**config.mk**
```make
export PLATFORM = sky130hd
export DESIGN_NAME = led_mode_ctrl
export DESIGN_NICKNAME = d
export VERILOG_FILES = /design/src/hdl/led_ctrl_pkg.sv /design/src/hdl/led_mode_ctrl.sv
export SDC_FILE = /design/constraint.sdc
export NUM_CORES = 1
export LEC_CHECK = 0
export BUFFER_PORTS_ARGS = -buffer_cell sky130_fd_sc_hd__buf_4
export CORE_MARGIN = 1.5
export CORE_UTILIZATION = 55
export CTS_BUF_LIST = sky130_fd_sc_hd__clkbuf_4 sky130_fd_sc_hd__clkbuf_8
export DETAILED_ROUTE_END_ITERATION = 8
export PLACE_DENSITY = 0.72
export SLEW_MARGIN = 15
export SYNTH_ARGS = -nofsm -noshare
export SYNTH_HDL_FRONTEND = slang
export SYNTH_SLANG_ARGS = --single-unit
```
**constraint.sdc**
```tcl
create_clock -name mclk -period 5.07 [get_ports mclk]
set_clock_uncertainty 0.2 [all_clocks]
set_input_delay 1.2675 -clock mclk [delete_from_list [all_inputs] [get_ports mclk]]
set_output_delay 1.2675 -clock mclk [all_outputs]
set_load 0.005 [all_outputs]
```
**src/hdl/led_ctrl_pkg.sv**
```systemverilog
// Constants for the LED driver mode, shutdown and spread control block.
// Assumes a single 20 MHz clock and register access over a two-wire serial bus.
// Behaviour
// - Range field selects four spread widths
// - PWM only, 256/1024/4096/65536 steps
// - Duty value maps linearly to steps
// - Shutdown keeps all register contents
// - Soft sleep bit zero enters software shutdown
// - Software shutdown darkens outputs, registers stay accessible
// - Power-down pin low disables analog circuitry
// - Pin rising edge resets serial engine only
// - Serial access works while pin low
// - Spread runs only when enable bit set
// - Cycle field 00..11 gives shorter periods
// - Zero write to reset register restores defaults, only with pin high and soft sleep bit set
package led_ctrl_pkg;
   // ----------------------------------------------------------------
   // Register map
   // ----------------------------------------------------------------
   localparam logic [7:0] OFS_DEVICE_CONTROL = 8'h00;
   localparam logic [7:0] OFS_DUTY_HIGH = 8'h01;
   localparam logic [7:0] OFS_DUTY_LOW = 8'h02;
   localparam logic [7:0] OFS_SPREAD_CONFIG = 8'h78;
   localparam logic [7:0] OFS_RESET_CMD = 8'h7f;
   localparam logic [7:0] RESET_CMD_VALUE = 8'h00;
   // ----------------------------------------------------------------
   // Field positions and reset values
   // ----------------------------------------------------------------
   localparam int SOFT_SLEEP_N_BIT = 0;
   localparam int RES_SEL_LSB = 1;
   localparam int CYCLE_SEL_LSB = 0;
   localparam int RANGE_SEL_LSB = 2;
   localparam int SPREAD_EN_BIT = 4;
   localparam logic [7:0] RST_DEVICE_CONTROL = 8'h00;
   localparam logic [7:0] RST_DUTY = 8'h00;
   localparam logic [7:0] RST_SPREAD_CONFIG = 8'h00;
   localparam logic [6:0] DEFAULT_BUS_ADDR = 7'h34; // Arbitrary value.
   // ----------------------------------------------------------------
   // Timing
   // ----------------------------------------------------------------
   localparam int CLK_MHZ = 20;
   localparam int SPREAD_T0_US = 1980;
   localparam int SPREAD_T1_US = 1200;
   localparam int SPREAD_T2_US = 820;
   localparam int SPREAD_T3_US = 660;
   localparam int SPREAD_T0_CYC = SPREAD_T0_US * CLK_MHZ;
   localparam int SPREAD_T1_CYC = SPREAD_T1_US * CLK_MHZ;
   localparam int SPREAD_T2_CYC = SPREAD_T2_US * CLK_MHZ;
   localparam int SPREAD_T3_CYC = SPREAD_T3_US * CLK_MHZ;
   localparam int SWEEP_STEPS = 512;
   localparam logic [7:0] SWEEP_CENTER = 8'h80;
endpackage

```
**src/hdl/led_mode_ctrl.sv**
```systemverilog
// Mode, shutdown and spread control with a serial register slave.
// Assumes serial clock, data and power-down pin arrive asynchronously from outside.
`timescale 1ns/1ps
module led_mode_ctrl
#(
   parameter logic [6:0] BUS_ADDR = led_ctrl_pkg::DEFAULT_BUS_ADDR,
   parameter int SPREAD_T0_CYCLES = led_ctrl_pkg::SPREAD_T0_CYC,
   parameter int SPREAD_T1_CYCLES = led_ctrl_pkg::SPREAD_T1_CYC,
   parameter int SPREAD_T2_CYCLES = led_ctrl_pkg::SPREAD_T2_CYC,
   parameter int SPREAD_T3_CYCLES = led_ctrl_pkg::SPREAD_T3_CYC
)
(
   input wire logic mclk,
   input wire logic reset,
   input wire logic clkEn,
   input wire logic sclIn,
   input wire logic sdaIn,
   output logic sdaOut,
   output logic sdaOeN,
   input wire logic hw_power_down_n,
   output logic analogEnable,
   output logic ledEnable,
   output logic pwmOut,
   output logic spreadActive,
   output logic [1:0] spreadRange,
   output logic [7:0] sweepPhase
);
   if (SPREAD_T3_CYCLES < led_ctrl_pkg::SWEEP_STEPS || SPREAD_T0_CYCLES > 32'h00ffffff)
      $error("Spread period parameters out of range");

   typedef enum logic [8:0] {
      ST_IDLE = 9'h001, ST_ADDR = 9'h002, ST_AACK = 9'h004, ST_PTR = 9'h008,
      ST_PACK = 9'h010, ST_WR = 9'h020, ST_WACK = 9'h040, ST_RD = 9'h080,
      ST_RACK = 9'h100
   } bus_state_e;

   // ----------------------------------------------------------------
   // Input synchronisers
   // ----------------------------------------------------------------
   logic [2:0] sclSync, sdaSync, pdSync;
   logic sclRise, sclFall, startSeen, stopSeen, pdRise, pinHigh;

   // Third stage only serves edge detection; the first stage feeds nothing else.
   always_ff @(posedge mclk or posedge reset)
   begin
      if (reset)
      begin
         sclSync <= 3'h7;
         sdaSync <= 3'h7;
         pdSync <= 3'h0;
      end
      else if (clkEn)
      begin
         sclSync <= {sclSync[1:0], sclIn};
         sdaSync <= {sdaSync[1:0], sdaIn};
         pdSync <= {pdSync[1:0], hw_power_down_n};
      end
   end

   assign sclRise = sclSync[1] & ~sclSync[2];
   assign sclFall = ~sclSync[1] & sclSync[2];
   assign startSeen = sclSync[1] & sclSync[2] & ~sdaSync[1] & sdaSync[2];
   assign stopSeen = sclSync[1] & sclSync[2] & sdaSync[1] & ~sdaSync[2];
   assign pdRise = pdSync[1] & ~pdSync[2];
   assign pinHigh = pdSync[1];

   // ----------------------------------------------------------------
   // Serial slave and register file
   // ----------------------------------------------------------------
   bus_state_e state, next_state;
   logic [7:0] shiftReg, next_shiftReg, regPtr, next_regPtr, readData;
   logic [3:0] bitCnt, next_bitCnt;
   logic readMode, next_readMode, nack, next_nack, next_sdaOeN;
   logic [7:0] control, next_control, spreadCfg, next_spreadCfg;
   logic [7:0] dutyHigh, next_dutyHigh, dutyLow, next_dutyLow;
   logic wrStrobe;

   // Read data mux; unmapped offsets read as zero.
   always_comb
   begin
      case (regPtr)
         led_ctrl_pkg::OFS_DEVICE_CONTROL: readData = control;
         led_ctrl_pkg::OFS_DUTY_HIGH: readData = dutyHigh;
         led_ctrl_pkg::OFS_DUTY_LOW: readData = dutyLow;
         led_ctrl_pkg::OFS_SPREAD_CONFIG: readData = spreadCfg;
         default: readData = 8'h00;
      endcase
   end

   // Bit engine acts on falling clock edges, sampling on rising ones.
   always_comb
   begin
      next_state = state;
      next_shiftReg = shiftReg;
      next_regPtr = regPtr;
      next_bitCnt = bitCnt;
      next_readMode = readMode;
      next_nack = nack;
      next_sdaOeN = sdaOeN;
      wrStrobe = 1'b0;
      if (pdRise)
      begin
         next_state = ST_IDLE;
         next_sdaOeN = 1'b1;
      end
      else if (startSeen)
      begin
         next_state = ST_ADDR;
         next_bitCnt = 4'h0;
         next_sdaOeN = 1'b1;
      end
      else if (stopSeen)
      begin
         next_state = ST_IDLE;
         next_sdaOeN = 1'b1;
      end
      else if (sclRise)
      begin
         if (state == ST_RACK)
            next_nack = sdaSync[1];
         else if (state inside {ST_ADDR, ST_PTR, ST_WR, ST_RD})
         begin
            next_bitCnt = bitCnt + 4'h1;
            if (state != ST_RD)
               next_shiftReg = {shiftReg[6:0], sdaSync[1]};
         end
      end
      else if (sclFall)
      begin
         case (state)
            ST_ADDR:
               if (bitCnt == 4'h8)
               begin
                  next_readMode = shiftReg[0];
                  next_state = (shiftReg[7:1] == BUS_ADDR) ? ST_AACK : ST_IDLE;
                  next_sdaOeN = (shiftReg[7:1] != BUS_ADDR);
               end
            ST_AACK:
            begin
               next_bitCnt = 4'h0;
               if (readMode)
               begin
                  next_state = ST_RD;
                  next_shiftReg = readData;
                  next_sdaOeN = readData[7];
                  next_regPtr = regPtr + 8'h01;
               end
               else
               begin
                  next_state = ST_PTR;
                  next_sdaOeN = 1'b1;
               end
            end
            ST_PTR:
               if (bitCnt == 4'h8)
               begin
                  next_regPtr = shiftReg;
                  next_state = ST_PACK;
                  next_sdaOeN = 1'b0;
               end
            ST_PACK, ST_WACK:
            begin
               next_state = ST_WR;
               next_bitCnt = 4'h0;
               next_sdaOeN = 1'b1;
            end
            ST_WR:
               if (bitCnt == 4'h8)
               begin
                  wrStrobe = 1'b1;
                  next_regPtr = regPtr + 8'h01;
                  next_state = ST_WACK;
                  next_sdaOeN = 1'b0;
               end
            ST_RD:
               if (bitCnt == 4'h8)
               begin
                  next_state = ST_RACK;
                  next_sdaOeN = 1'b1;
               end
               else
               begin
                  next_shiftReg = {shiftReg[6:0], 1'b0};
                  next_sdaOeN = shiftReg[6];
               end
            ST_RACK:
               if (nack)
                  next_state = ST_IDLE;
               else
               begin
                  next_state = ST_RD;
                  next_bitCnt = 4'h0;
                  next_shiftReg = readData;
                  next_sdaOeN = readData[7];
                  next_regPtr = regPtr + 8'h01;
               end
            default: next_state = state;
         endcase
      end
   end

   // Register writes; nothing else alters them, so shutdown keeps the settings.
   always_comb
   begin
      next_control = control;
      next_spreadCfg = spreadCfg;
      next_dutyHigh = dutyHigh;
      next_dutyLow = dutyLow;
      if (wrStrobe)
      begin
         case (regPtr)
            led_ctrl_pkg::OFS_DEVICE_CONTROL: next_control = shiftReg;
            led_ctrl_pkg::OFS_DUTY_HIGH: next_dutyHigh = shiftReg;
            led_ctrl_pkg::OFS_DUTY_LOW: next_dutyLow = shiftReg;
            led_ctrl_pkg::OFS_SPREAD_CONFIG: next_spreadCfg = shiftReg;
            led_ctrl_pkg::OFS_RESET_CMD:
               if (shiftReg == led_ctrl_pkg::RESET_CMD_VALUE && pinHigh
                   && control[led_ctrl_pkg::SOFT_SLEEP_N_BIT])
               begin
                  next_control = led_ctrl_pkg::RST_DEVICE_CONTROL;
                  next_spreadCfg = led_ctrl_pkg::RST_SPREAD_CONFIG;
                  next_dutyHigh = led_ctrl_pkg::RST_DUTY;
                  next_dutyLow = led_ctrl_pkg::RST_DUTY;
               end
            default: next_control = control;
         endcase
      end
   end

   always_ff @(posedge mclk or posedge reset)
   begin
      if (reset)
      begin
         state <= ST_IDLE;
         shiftReg <= 8'h00;
         regPtr <= 8'h00;
         bitCnt <= 4'h0;
         readMode <= 1'b0;
         nack <= 1'b0;
         sdaOeN <= 1'b1;
         control <= led_ctrl_pkg::RST_DEVICE_CONTROL;
         spreadCfg <= led_ctrl_pkg::RST_SPREAD_CONFIG;
         dutyHigh <= led_ctrl_pkg::RST_DUTY;
         dutyLow <= led_ctrl_pkg::RST_DUTY;
      end
      else if (clkEn)
      begin
         state <= next_state;
         shiftReg <= next_shiftReg;
         regPtr <= next_regPtr;
         bitCnt <= next_bitCnt;
         readMode <= next_readMode;
         nack <= next_nack;
         sdaOeN <= next_sdaOeN;
         control <= next_control;
         spreadCfg <= next_spreadCfg;
         dutyHigh <= next_dutyHigh;
         dutyLow <= next_dutyLow;
      end
   end

   assign sdaOut = 1'b0;

   // ----------------------------------------------------------------
   // Shutdown, PWM and spread sweep
   // ----------------------------------------------------------------
   logic [15:0] pwmCnt, next_pwmCnt, pwmMax;
   logic [23:0] stepCnt, next_stepCnt, stepLen;
   logic [7:0] next_sweepPhase;
   logic sweepUp, next_sweepUp, ledOn, next_pwmOut, next_spreadActive;

   assign ledOn = pinHigh & control[led_ctrl_pkg::SOFT_SLEEP_N_BIT];

   // Resolution picks the counter wrap; duty compares linearly against the count.
   always_comb
   begin
      case (control[led_ctrl_pkg::RES_SEL_LSB +: 2])
         2'h0: pwmMax = 16'h00ff;
         2'h1: pwmMax = 16'h03ff;
         2'h2: pwmMax = 16'h0fff;
         default: pwmMax = 16'hffff;
      endcase
      next_pwmCnt = (pwmCnt >= pwmMax) ? 16'h0000 : pwmCnt + 16'h0001;
      next_pwmOut = ledOn & ({dutyHigh, dutyLow} > pwmCnt);
   end

   // Sweep step length divides the selected period into triangle steps.
   always_comb
   begin
      case (spreadCfg[led_ctrl_pkg::CYCLE_SEL_LSB +: 2])
         2'h0: stepLen = 24'(SPREAD_T0_CYCLES / led_ctrl_pkg::SWEEP_STEPS);
         2'h1: stepLen = 24'(SPREAD_T1_CYCLES / led_ctrl_pkg::SWEEP_STEPS);
         2'h2: stepLen = 24'(SPREAD_T2_CYCLES / led_ctrl_pkg::SWEEP_STEPS);
         default: stepLen = 24'(SPREAD_T3_CYCLES / led_ctrl_pkg::SWEEP_STEPS);
      endcase
      next_spreadActive = pinHigh & spreadCfg[led_ctrl_pkg::SPREAD_EN_BIT];
      next_stepCnt = stepCnt;
      next_sweepPhase = sweepPhase;
      next_sweepUp = sweepUp;
      if (!spreadActive)
      begin
         next_stepCnt = 24'h000000;
         next_sweepPhase = led_ctrl_pkg::SWEEP_CENTER;
         next_sweepUp = 1'b1;
      end
      else if (stepCnt + 24'h000001 >= stepLen)
      begin
         next_stepCnt = 24'h000000;
         next_sweepUp = sweepUp ? (sweepPhase != 8'hfe) : (sweepPhase == 8'h01);
         next_sweepPhase = sweepUp ? sweepPhase + 8'h01 : sweepPhase - 8'h01;
      end
      else
         next_stepCnt = stepCnt + 24'h000001;
   end

   always_ff @(posedge mclk or posedge reset)
   begin
      if (reset)
      begin
         pwmCnt <= 16'h0000;
         pwmOut <= 1'b0;
         ledEnable <= 1'b0;
         analogEnable <= 1'b0;
         spreadActive <= 1'b0;
         spreadRange <= 2'h0;
         stepCnt <= 24'h000000;
         sweepPhase <= led_ctrl_pkg::SWEEP_CENTER;
         sweepUp <= 1'b1;
      end
      else if (clkEn)
      begin
         pwmCnt <= next_pwmCnt;
         pwmOut <= next_pwmOut;
         ledEnable <= ledOn;
         analogEnable <= pinHigh;
         spreadActive <= next_spreadActive;
         spreadRange <= spreadCfg[led_ctrl_pkg::RANGE_SEL_LSB +: 2];
         stepCnt <= next_stepCnt;
         sweepPhase <= next_sweepPhase;
         sweepUp <= next_sweepUp;
      end
   end
endmodule

```
# Word level (Yosys, flattened, before mapping)

Index checks and enable logic that the tools add are counted.

Register bits: 128
Input bits: 6
Output and inout port bits: 16
Word-level logic and storage cells: 200

Add/subtract/negate cells: 6
Order comparisons: 3
Eq/ne operators: 44
Multiplexer cells: 70
Bitwise logic cells: 20
Reductions and logical operators: 34

Operator list:

| cell                  | number |
|---|---|
| $mux 8                | 18 |
| $mux 9                | 9 |
| $pmux 8 s2            | 4 |
| $pmux 8 s4            | 2 |
| $pmux 9 s7            | 1 |
| $mux 24               | 2 |
| $pmux 16 s3           | 1 |
| $mux 4                | 7 |
| $add 24x1->24 const B | 1 |
| $ge 24x24->1          | 1 |
| $pmux 8 s3            | 1 |
| $reduce_and 8->1      | 3 |
| $pmux 7 s3            | 1 |
| $mux 1                | 20 |
| $ne 5x4->1 const B    | 4 |
| $reduce_bool 4->1     | 5 |
| $add 16x1->16 const B | 1 |
| $add 8x1->8 const B   | 2 |
| $eq 8x1->1 const B    | 2 |
| $eq 8x7->1 const B    | 2 |
| $ge 16x16->1          | 1 |
| $gt 16x16->1          | 1 |
| $logic_not 8->1       | 2 |
| $mux 16               | 1 |
| other kinds (44)      | 85 |

# Depth between registers and ports, before layout

Gate-level depths: netlist (run 1).

Word-level depth: 9
Mapped depth: 13
Gate-level depth less buffers: 12

# Worst setup path after synthesis (run 1)

OpenSTA, ideal clock, no wires.

Path kind: register -> register
Start: reg stepCnt[0]
End: reg sweepUp
Library setup time: 0.082 ns
Arrival time: 3.233 ns
Required time: 4.788 ns
Setup slack: 1.554 ns
Stages on the path, launching flop included: 13
Buffers on the path: 0
Period minus slack after synthesis: 3.516 ns
Cell sequence: dfrtp_1 ha_1 and2_1 nand2_1 xnor2_1 ha_1 a21o_1 a211oi_1 o21ai_2 or4_4 a2111oi_4 a21oi_4 mux2_4

Longest elaborated chain between the ends: 4

RTL lines:

| item                              | line                 | RTL |
|---|---|---|
| start, declared                   | led_mode_ctrl.sv:268 | `logic [23:0] stepCnt, next_stepCnt, stepLen;` |
| start signal, assigned            | led_mode_ctrl.sv:338 | `stepCnt <= next_stepCnt;` |
| $add 24x1->24                     | led_mode_ctrl.sv:306 | `else if (stepCnt + 24'h000001 >= stepLen)` |
| $ge 24x24->1                      | led_mode_ctrl.sv:306 |  |
| $ne 2x1->1 (no source line)       | -                    |  |
| $reduce_and 2->1 (no source line) | -                    |  |
| end signal, assigned              | led_mode_ctrl.sv:340 | `sweepUp <= next_sweepUp;` |
| end, declared                     | led_mode_ctrl.sv:270 | `logic sweepUp, next_sweepUp, ledOn, next_pwmOut, next_spreadActive;` |

No other way between the ends.
A chain may end at the register's enable or synchronous reset.

# Final worst setup path (run 1)

Ends and elaborated chain as after synthesis.

==> results of run 1 <==
## cell type report
class	instances	area share (%)
clock inverters	7	0.743
well taps	180	2.68
multi-input cells	614	50.3
repair buffers	26	2.32
inverters	50	2.26
flip-flops and latches	127	37.9
clock buffers	25	3.79
## per-layer routing
metal | global-route usage [%] | vias to the layer above | wire length, microns
met3 | 5.24 | 29 | 650
li1 | - | 2998 | -
met4 | 7.06 | 0 | 285
met2 | 40.6 | 139 | 8540
met5 | 0 | - | 0
met1 | 34.8 | 3019 | 8190
## worst min path at each step
stage	start	end	slack [ns]	cells past startpoint
finish	spreadCfg[7]$_DFFE_PP0P_	spreadCfg[7]$_DFFE_PP0P_	0.29	2
detailed placement	spreadCfg[7]$_DFFE_PP0P_	spreadCfg[7]$_DFFE_PP0P_	0.27	2
global placement	control[7]$_DFFE_PP0P_	control[7]$_DFFE_PP0P_	0.26	2
CTS	spreadCfg[7]$_DFFE_PP0P_	spreadCfg[7]$_DFFE_PP0P_	0.29	2
global route	spreadCfg[7]$_DFFE_PP0P_	spreadCfg[7]$_DFFE_PP0P_	0.33	2
floorplan	control[3]$_DFFE_PP0P_	control[3]$_DFFE_PP0P_	0.25	2
## sequential cells by signal, summed over array words and instances, names as in the netlist, 2 cells and up
| register | flops |
|---|---|
| dutyHigh | 8 |
| state | 9 |
| dutyLow | 8 |
| stepCnt | 24 |
| pdSync | 3 |
| sdaSync | 3 |
| sclSync | 3 |
| spreadRange | 2 |
| sweepPhase | 8 |
| spreadCfg | 8 |
| control | 8 |
| regPtr | 8 |
| pwmCnt | 16 |
| shiftReg | 8 |
| bitCnt | 4 |
## worst max-delay path: stages, from the launching register on
cell,delay [ns]
dfrtp_1,0.44
ha_1,0.27
and2_1,0.24
nand2_1,0.09
xnor2_1,0.16
ha_1,0.20
a21o_1,0.15
a211oi_1,0.26
o21ai_2,0.08
or4_4,0.53
a2111oi_4,0.27
buf_4,0.28
a21oi_4,0.13
mux2_4,0.32
## power breakdown
part	switching [W]	leakage (nW)	internal [W]	total, W
sequential	0.000110	1.70	0.00110	0.00121
combinational	0.000242	1.90	0.000169	0.000411
clock	0.000391	0.203	0.000457	0.000848
total	0.000742	3.81	0.00173	0.00247
## through the flow
step / area, sq um / worst slack (ns) / utilization, % / total power (W)
2_1_floorplan: 7760 / 0.235 / - / 0.00150
3_3_place_gp: 8040 / 1.44 / 58.1 / 0.00161
3_5_place_dp: 8040 / 1.37 / 58.1 / 0.00164
4_1_cts: 8420 / 1.37 / 60.9 / 0.00248
5_1_grt: 8420 / 1.18 / 60.9 / 0.00259
6_report: 8420 / 1.35 / 60.9 / 0.00247
## synth_stat cells, drive strengths merged (4+ instances only)
library cell / number / area, sq um
a211oi: 9 / 72.6
a21o: 8 / 61.3
a21oi: 20 / 111
a221o: 4 / 40.0
a22oi: 19 / 143
a31oi: 17 / 106
a32o: 4 / 40.0
a41oi: 4 / 42.6
and2: 7 / 43.8
and3: 15 / 95.1
buf: 5 / 31.3
clkbuf: 30 / 113
dfrtp: 117 / 2930
dfstp: 10 / 263
ha: 51 / 638
inv: 50 / 188
mux2: 29 / 330
mux2i: 12 / 120
nand2: 88 / 330
nand2b: 5 / 31.3
nand3: 23 / 120
nand4: 20 / 140
nor2: 56 / 210
nor2b: 29 / 181
nor3: 19 / 100
nor4: 9 / 77.6
nor4b: 4 / 35.0
o2111ai: 4 / 35.0
o21a: 6 / 45.0
o21ai: 57 / 289
o21bai: 6 / 45.0
o22a: 6 / 52.6
or2: 5 / 31.3
or3: 7 / 43.8
or4: 4 / 33.8
xnor2: 23 / 201
xor2: 7 / 61.3
## placed cells by master, fill, tap and decap left out, types with 12 or more instances in the layout
cell,synthesis,layout
nand4_1,19,19
nor2b_1,29,29
nor3_1,18,18
nand3_1,22,22
mux2i_1,12,12
and3_1,14,14
mux2_2,28,28
dfrtp_1,117,117
nand2_1,88,88
xnor2_1,23,23
a31oi_1,17,17
a22oi_1,19,19
inv_1,50,49
o21ai_0,56,56
nor2_1,56,56
buf_4,1,26
a21oi_1,19,19
ha_1,51,51
clkbuf_8,0,21
## cell families (layout without fill, tap and decap cells)
kind of cell,Yosys count,count (layout)
adders and majority gates,51,51
and+or+nand+nor,301,301
muxes,41,41
DFF,127,127
AOI/OAI and AO/OA,190,190
buffers and inverters,85,108
xor gates and xnor gates,30,30
other,1,1
==> summary.txt, run 1 <==
Detailed routing
  – Residual DRC: 0
  – Antenna Nets Post-Route: 0
  – DR iter-0 viols: 570
  – Drt wl/cell: 17.2 microns
  – WL final: 17700 microns
  – Post-detailed-route via-to-cell ratio: 6.01
  – Via count: 6185
  – Drt pass-1 iters: 5

Setup path
  – R2r setup slk: 1.35 ns
  – Crit end category: flop
  – Crit Path Category: flop to flop
  – Critical Path RT: 5.23 ns
  – Worst reg2reg endpoint: sweepUp$_DFFE_PP1P_
  – CP endpoint: sweepUp$_DFFE_PP1P_
  – Crit path launch type: flop
  – CP startpoint: stepCnt[0]$_DFFE_PP0P_
  – Crit path max fanout: 18
  – R2r startpoint: stepCnt[0]$_DFFE_PP0P_
  – Arr. time, crit path: 3.88 ns
  – Reg2Reg Depth: 13

Yosys
  – Main combinational cell family by area after synthesis: simple AND/OR/NAND/NOR gates
  – Top FF cell, synth: dfrtp_1
  – Complex-gate fraction of the synthesized area: 17.0%
  – Yosys warns: 0
  – Post-synthesis async set-or-reset flop share: 100%
  – Synthesized area: 0.00776 sq mm
  – Avg Cell Area, Syn: 9.39 sq um
  – Post-Synthesis Cells: 826
  – Number of synthesized flops with an enable pin: 0
  – Mux share of post-synthesis cell area: 5.81%
  – Flops & latches, synth: 127
  – Count of cell types in the netlist: 75
  – Adder-cell share of the synthesized area: 8.23%
  – Simple-gate share of the synthesized area: 20.1%
  – Post-Synth XOR/XNOR Area: 3.39%
  – Synthesized Nets: 883
  – Sequential share of the synthesized area: 41.1%

Run status
  – Outcome: completed

Global route
  – Largest net degree at the start of global routing: 67
  – First-pass GRT wire length: 29900 microns
  – Vias in the first global route: 6108
  – Initial antenna violation count: 0
  – Tot GR Track Use: 25.3%
  – Congestion Overflow GR: 0

Cells and area
  – Final-layout fill cell count: 1205
  – Diodes inserted: 0
  – Area of the multi-input gates: 0.00423 sq mm
  – Share of post-route cells with drive strength above 1: 14.0%
  – Register Area: 0.00319 sq mm
  – Area delta synth->final: 8.52%
  – Nets@finish: 893
  – Post-route insts no fill: 1029

Pwr
  – Leakage power: 3.81 nW
  – Worst VDD drop: 0.000168 V
  – Power Density: 293 mW/mm^2

Run
  – Max-Cap Viols: 0

Placed design
  – Dpl cells: 997
  – Detailed-placement wirelength estimate: 12900 microns
  – Gpl congestion: 0.937
  – IO Port Bufs: 20

Floorplan
  – Ports: 22
  – Die Height: 122 microns
  – Rows: 43
  – Die Width: 122 microns
  – Initial Util: 56.1%
  – Core area: 0.0138 sq mm
  – Die footprint: 0.0148 sq mm

Clocking
  – Clk sinks: 127
  – Post-CTS Setup Bufs: 0
  – Total CTS buffers: 17
  – Cts hold-fix bufs: 0
  – Post-cts resize count: 0
  – CTS tree: built
  – Clock Tree Buf Depth: 2
  – H-tree depth: 4
  – Clock-pin slew on the worst setup and hold paths: 0.07 ns
  – CTS root buffer: clkbuf_8
  – Skew-Pair Late Insertion Delay: 0.44 ns

STA
  – RSZ-0062 raised after global routing: no
  – Worst hold slack: 0.291 ns
  – Pins Over Slew Limit: 0
  – Worst Tran Pin Value: 1.21 ns
  – Final hold vios: 0
  – Relative slew slack: 18.7%
  – Setup Viol. Count Final: 0
  – Setup TNS: 0 ns
  – Max Freq: 0.269 GHz
  – Post-route minimum period: 3.72 ns
  – Crit share post-route: 73.4%

Min path
  – Hold Path Class: flop to flop
Power figures use the tool's default switching activity.
==> run 2, diff against run 1 <==
--- a/config.mk
+++ b/config.mk
@@ -5,6 +5,7 @@
 export SDC_FILE = /design/constraint.sdc
 export NUM_CORES = 1
 export LEC_CHECK = 0
+export ABC_AREA = 1
 export BUFFER_PORTS_ARGS = -buffer_cell sky130_fd_sc_hd__buf_4
 export CORE_MARGIN = 1.5
 export CORE_UTILIZATION = 55
==> constraint.sdc (replaced) <==
create_clock -name mclk -period 3.7 [get_ports mclk]
set_clock_uncertainty 0.2 [all_clocks]
set_input_delay 0.925 -clock mclk [delete_from_list [all_inputs] [get_ports mclk]]
set_output_delay 0.925 -clock mclk [all_outputs]
set_load 0.005 [all_outputs]
==> run 2 against run 1 <==
  * Critical path depth grew 3
  * Highest routed layer unchanged
  * Synthesized area grew 9.7%
  * Sequential power grew 42%
  * Largest cell class unchanged
==> summary.txt, run 2 <==
Run
  – Max-Cap Viols: 0

Yosys
  – Count of cell types in the netlist: 48
  – Post-synth top cells: nand2_1, inv_1, nor2_1, dfrtp_1, nand3_1
  – Flops & latches, synth: 127
  – Simple-gate share of the synthesized area: 33.5%
  – Post-Synthesis Cells: 1169
  – Sequential share of the synthesized area: 37.5%
  – Mux share of post-synthesis cell area: 0%
  – Synthesized Nets: 1226
  – Adder-cell share of the synthesized area: 7.50%
  – Post-synthesis async set-or-reset flop share: 100%
  – Avg Cell Area, Syn: 7.28 sq um
  – Complex-gate fraction of the synthesized area: 9.72%
  – Post-Synth XOR/XNOR Area: 3.19%
  – Synthesized area: 0.00851 sq mm
  – Number of synthesized flops with an enable pin: 0
  – Most numerous cell in the Yosys netlist: nand2_1
  – Main combinational cell family by area after synthesis: simple AND/OR/NAND/NOR gates
  – Synth area leaders: dfrtp_1, nand2_1, ha_1
  – Top FF cell, synth: dfrtp_1
  – Area share of the largest cell type after synthesis: 34.4%
  – Yosys warns: 0
  – Top cell type by total area after synthesis: dfrtp_1

STA
  – Relative slew slack: 39.0%
  – Crit share post-route: 72.9%
  – Final hold vios: 0
  – Worst hold slack: 0.280 ns
  – Setup Viol. Count Final: 0
  – Setup WS post-layout: 1.00 ns
  – Worst Tran Pin Value: 0.907 ns
  – Max Freq: 0.371 GHz
  – Post-route minimum period: 2.70 ns
  – Pins Over Slew Limit: 0
  – RSZ-0062 raised after global routing: no
  – Setup TNS: 0 ns

Global route
  – Largest net degree at the start of global routing: 128
  – First-pass GRT wire length: 33800 microns
  – Initial antenna violation count: 0
  – Congestion Overflow GR: 0
  – Tot GR Track Use: 26.0%
  – Vias in the first global route: 6970

Clocking
  – Skew-Pair Late Insertion Delay: 0.46 ns
  – Clock Tree Buf Depth: 2
  – Cts hold-fix bufs: 0
  – Total CTS buffers: 17
  – CTS tree: built
  – Clk sinks: 127
  – Post-cts resize count: 0
  – Clock-pin slew on the worst setup and hold paths: 0.07 ns
  – Post-CTS Setup Bufs: 0
  – CTS root buffer: clkbuf_8
  – H-tree depth: 4

Setup path
  – R2r startpoint: stepCnt[0]$_DFFE_PP0P_
  – Worst reg2reg endpoint: sweepPhase[2]$_DFFE_PP0P_
  – R2r setup slk: 1.00 ns
  – Crit end category: flop
  – Crit Path Category: flop to flop
  – Worst path cell trace: ha_1 > nand2_1 > nor2_2 > nor2_1 > a21oi_1 > ha_1 > or2_2 > nor2_1 > nand2_1 > nor2_1 > nand3_1 > nor2_2 > nand2_4 > nand2_4 > nand2_1 > nand2_1
  – Most used cell, CP: nand2_1
  – Arr. time, crit path: 2.89 ns
  – Crit path launch type: flop
  – Critical Path RT: 3.89 ns
  – Slowest cell delay on critical path: 0.42 ns
  – Slowest CP cell: dfrtp_1
  – Crit path max fanout: 17
  – CP bufs+invs: 0
  – Reg2Reg Depth: 16
  – CP delay by family, top: simple AND/OR/NAND/NOR gates

Placed design
  – IO Port Bufs: 20
  – Gpl congestion: 0.933
  – Setup WS pre-CTS: 0.966 ns
  – Detailed-placement wirelength estimate: 14300 microns

Cells and area
  – Share of post-route cells with drive strength above 1: 10.7%
  – Final core occ: 60.9%
  – Max reg flops: 24
  – Area of the multi-input gates: 0.00459 sq mm
  – Register Area: 0.00319 sq mm
  – Nets@finish: 1244
  – Largest reg by FF count: stepCnt
  – Area delta synth->final: 8.31%
  – Biggest registers after layout: stepCnt (24), pwmCnt (16), state (9)
  – Commonest cells after routing, fill and taps aside: nand2_1, inv_1, nor2_1, dfrtp_1, nand3_1
  – Commonest non-fill, non-tap cell in the layout: nand2_1
  – Final-layout fill cell count: 1430
  – Diodes inserted: 0

Detailed routing
  – Drt wl/cell: 14.1 microns
  – Antenna Nets Post-Route: 0
  – Drt pass-1 iters: 5
  – Residual DRC: 0
  – Post-detailed-route via-to-cell ratio: 5.35
  – Via count: 7432
  – WL final: 19600 microns
  – DR iter-0 viols: 572

Floorplan
  – Initial Util: 56.2%
  – Die Width: 127 microns
  – Die Height: 127 microns
  – Rows: 45
  – Core area: 0.0151 sq mm
  – Die footprint: 0.0162 sq mm
  – Ports: 22

Min path
  – Hold Startpoint: pdSync[0]$_DFFE_PP0P_
  – Worst Hold Path EP: pdSync[0]$_DFFE_PP0P_
  – Hold Path Class: flop to flop
  – Hold Crit Depth: 2

Pwr
  – Leakage power: 4.52 nW
  – Power Density: 444 mW/mm^2
  – Worst VDD drop: 0.000301 V

Run status
  – Outcome: completed
==> run 2: area by class of cell <==
cell class | count | share of cell area (%)
multi-input combinational | 863 | 49.8
tap | 188 | 2.55
inverter | 155 | 6.35
sequential | 127 | 34.6
clock buffer | 22 | 3.22
clock inverter | 10 | 1.45
timing repair buffer | 23 | 2.01
==> run 2: layer usage <==
metal  track usage, %  wire [microns]  up-vias  part of all wire, %
met5                0               0        -                    0
met4             8.89             369        0                  1.9
met3             4.69             938       30                  4.8
met2             41.0            8930      166                   46
met1             36.2            9390     3441                   48
li1                 -               -     3795                    -
==> run 2: worst max-delay path by stage <==
stage / from / endpoint / slack [ns] / cells after the start
final: stepCnt[0]$_DFFE_PP0P_ / sweepPhase[2]$_DFFE_PP0P_ / 1.00 / 16
after global routing: stepCnt[0]$_DFFE_PP0P_ / sweepPhase[1]$_DFFE_PP0P_ / 0.70 / 16
after CTS: stepCnt[0]$_DFFE_PP0P_ / sweepPhase[4]$_DFFE_PP0P_ / 0.99 / 16
after detailed placement: clkEn / state[1]$_DFFE_PP0P_ / 0.97 / 9
after global placement: clkEn / state[5]$_DFFE_PP0P_ / 0.98 / 9
after floorplan: reset / bitCnt[0]$_DFFE_PP0P_ / 1.02 / 1
==> run 2: kinds of logic after synthesis <==
group,Yosys count
AOI/OAI and AO/OA,153
DFF,127
buffers and inverters,179
adders and majority gates,51
other,1
and+or+nand+nor,627
xor gates and xnor gates,31
==> run 2: where the power goes <==
part	internal, W	total, W	switching (W)
registers	0.00155	0.00172	0.000173
clock network	0.000743	0.00131	0.000563
logic	0.000337	0.00107	0.000735
==> run 2: worst min-delay path: stages (launching register included) <==
cell and delay [ns]:
dfrtp_1 0.35, nand2_1 0.05, nand2_1 0.05
==> run 2: per-stage QoR <==
| stage | instances | power [W] | instance area [sq um] |
|---|---|---|---|
| floorplan | 1169 | 0.00251 | 8510 |
| global placement | 1356 | 0.00277 | 8790 |
| detailed placement | 1356 | 0.00280 | 8790 |
| CTS | 1388 | 0.00412 | 9220 |
| global route | 1388 | 0.00436 | 9220 |
| finish | 1388 | 0.00410 | 9220 |
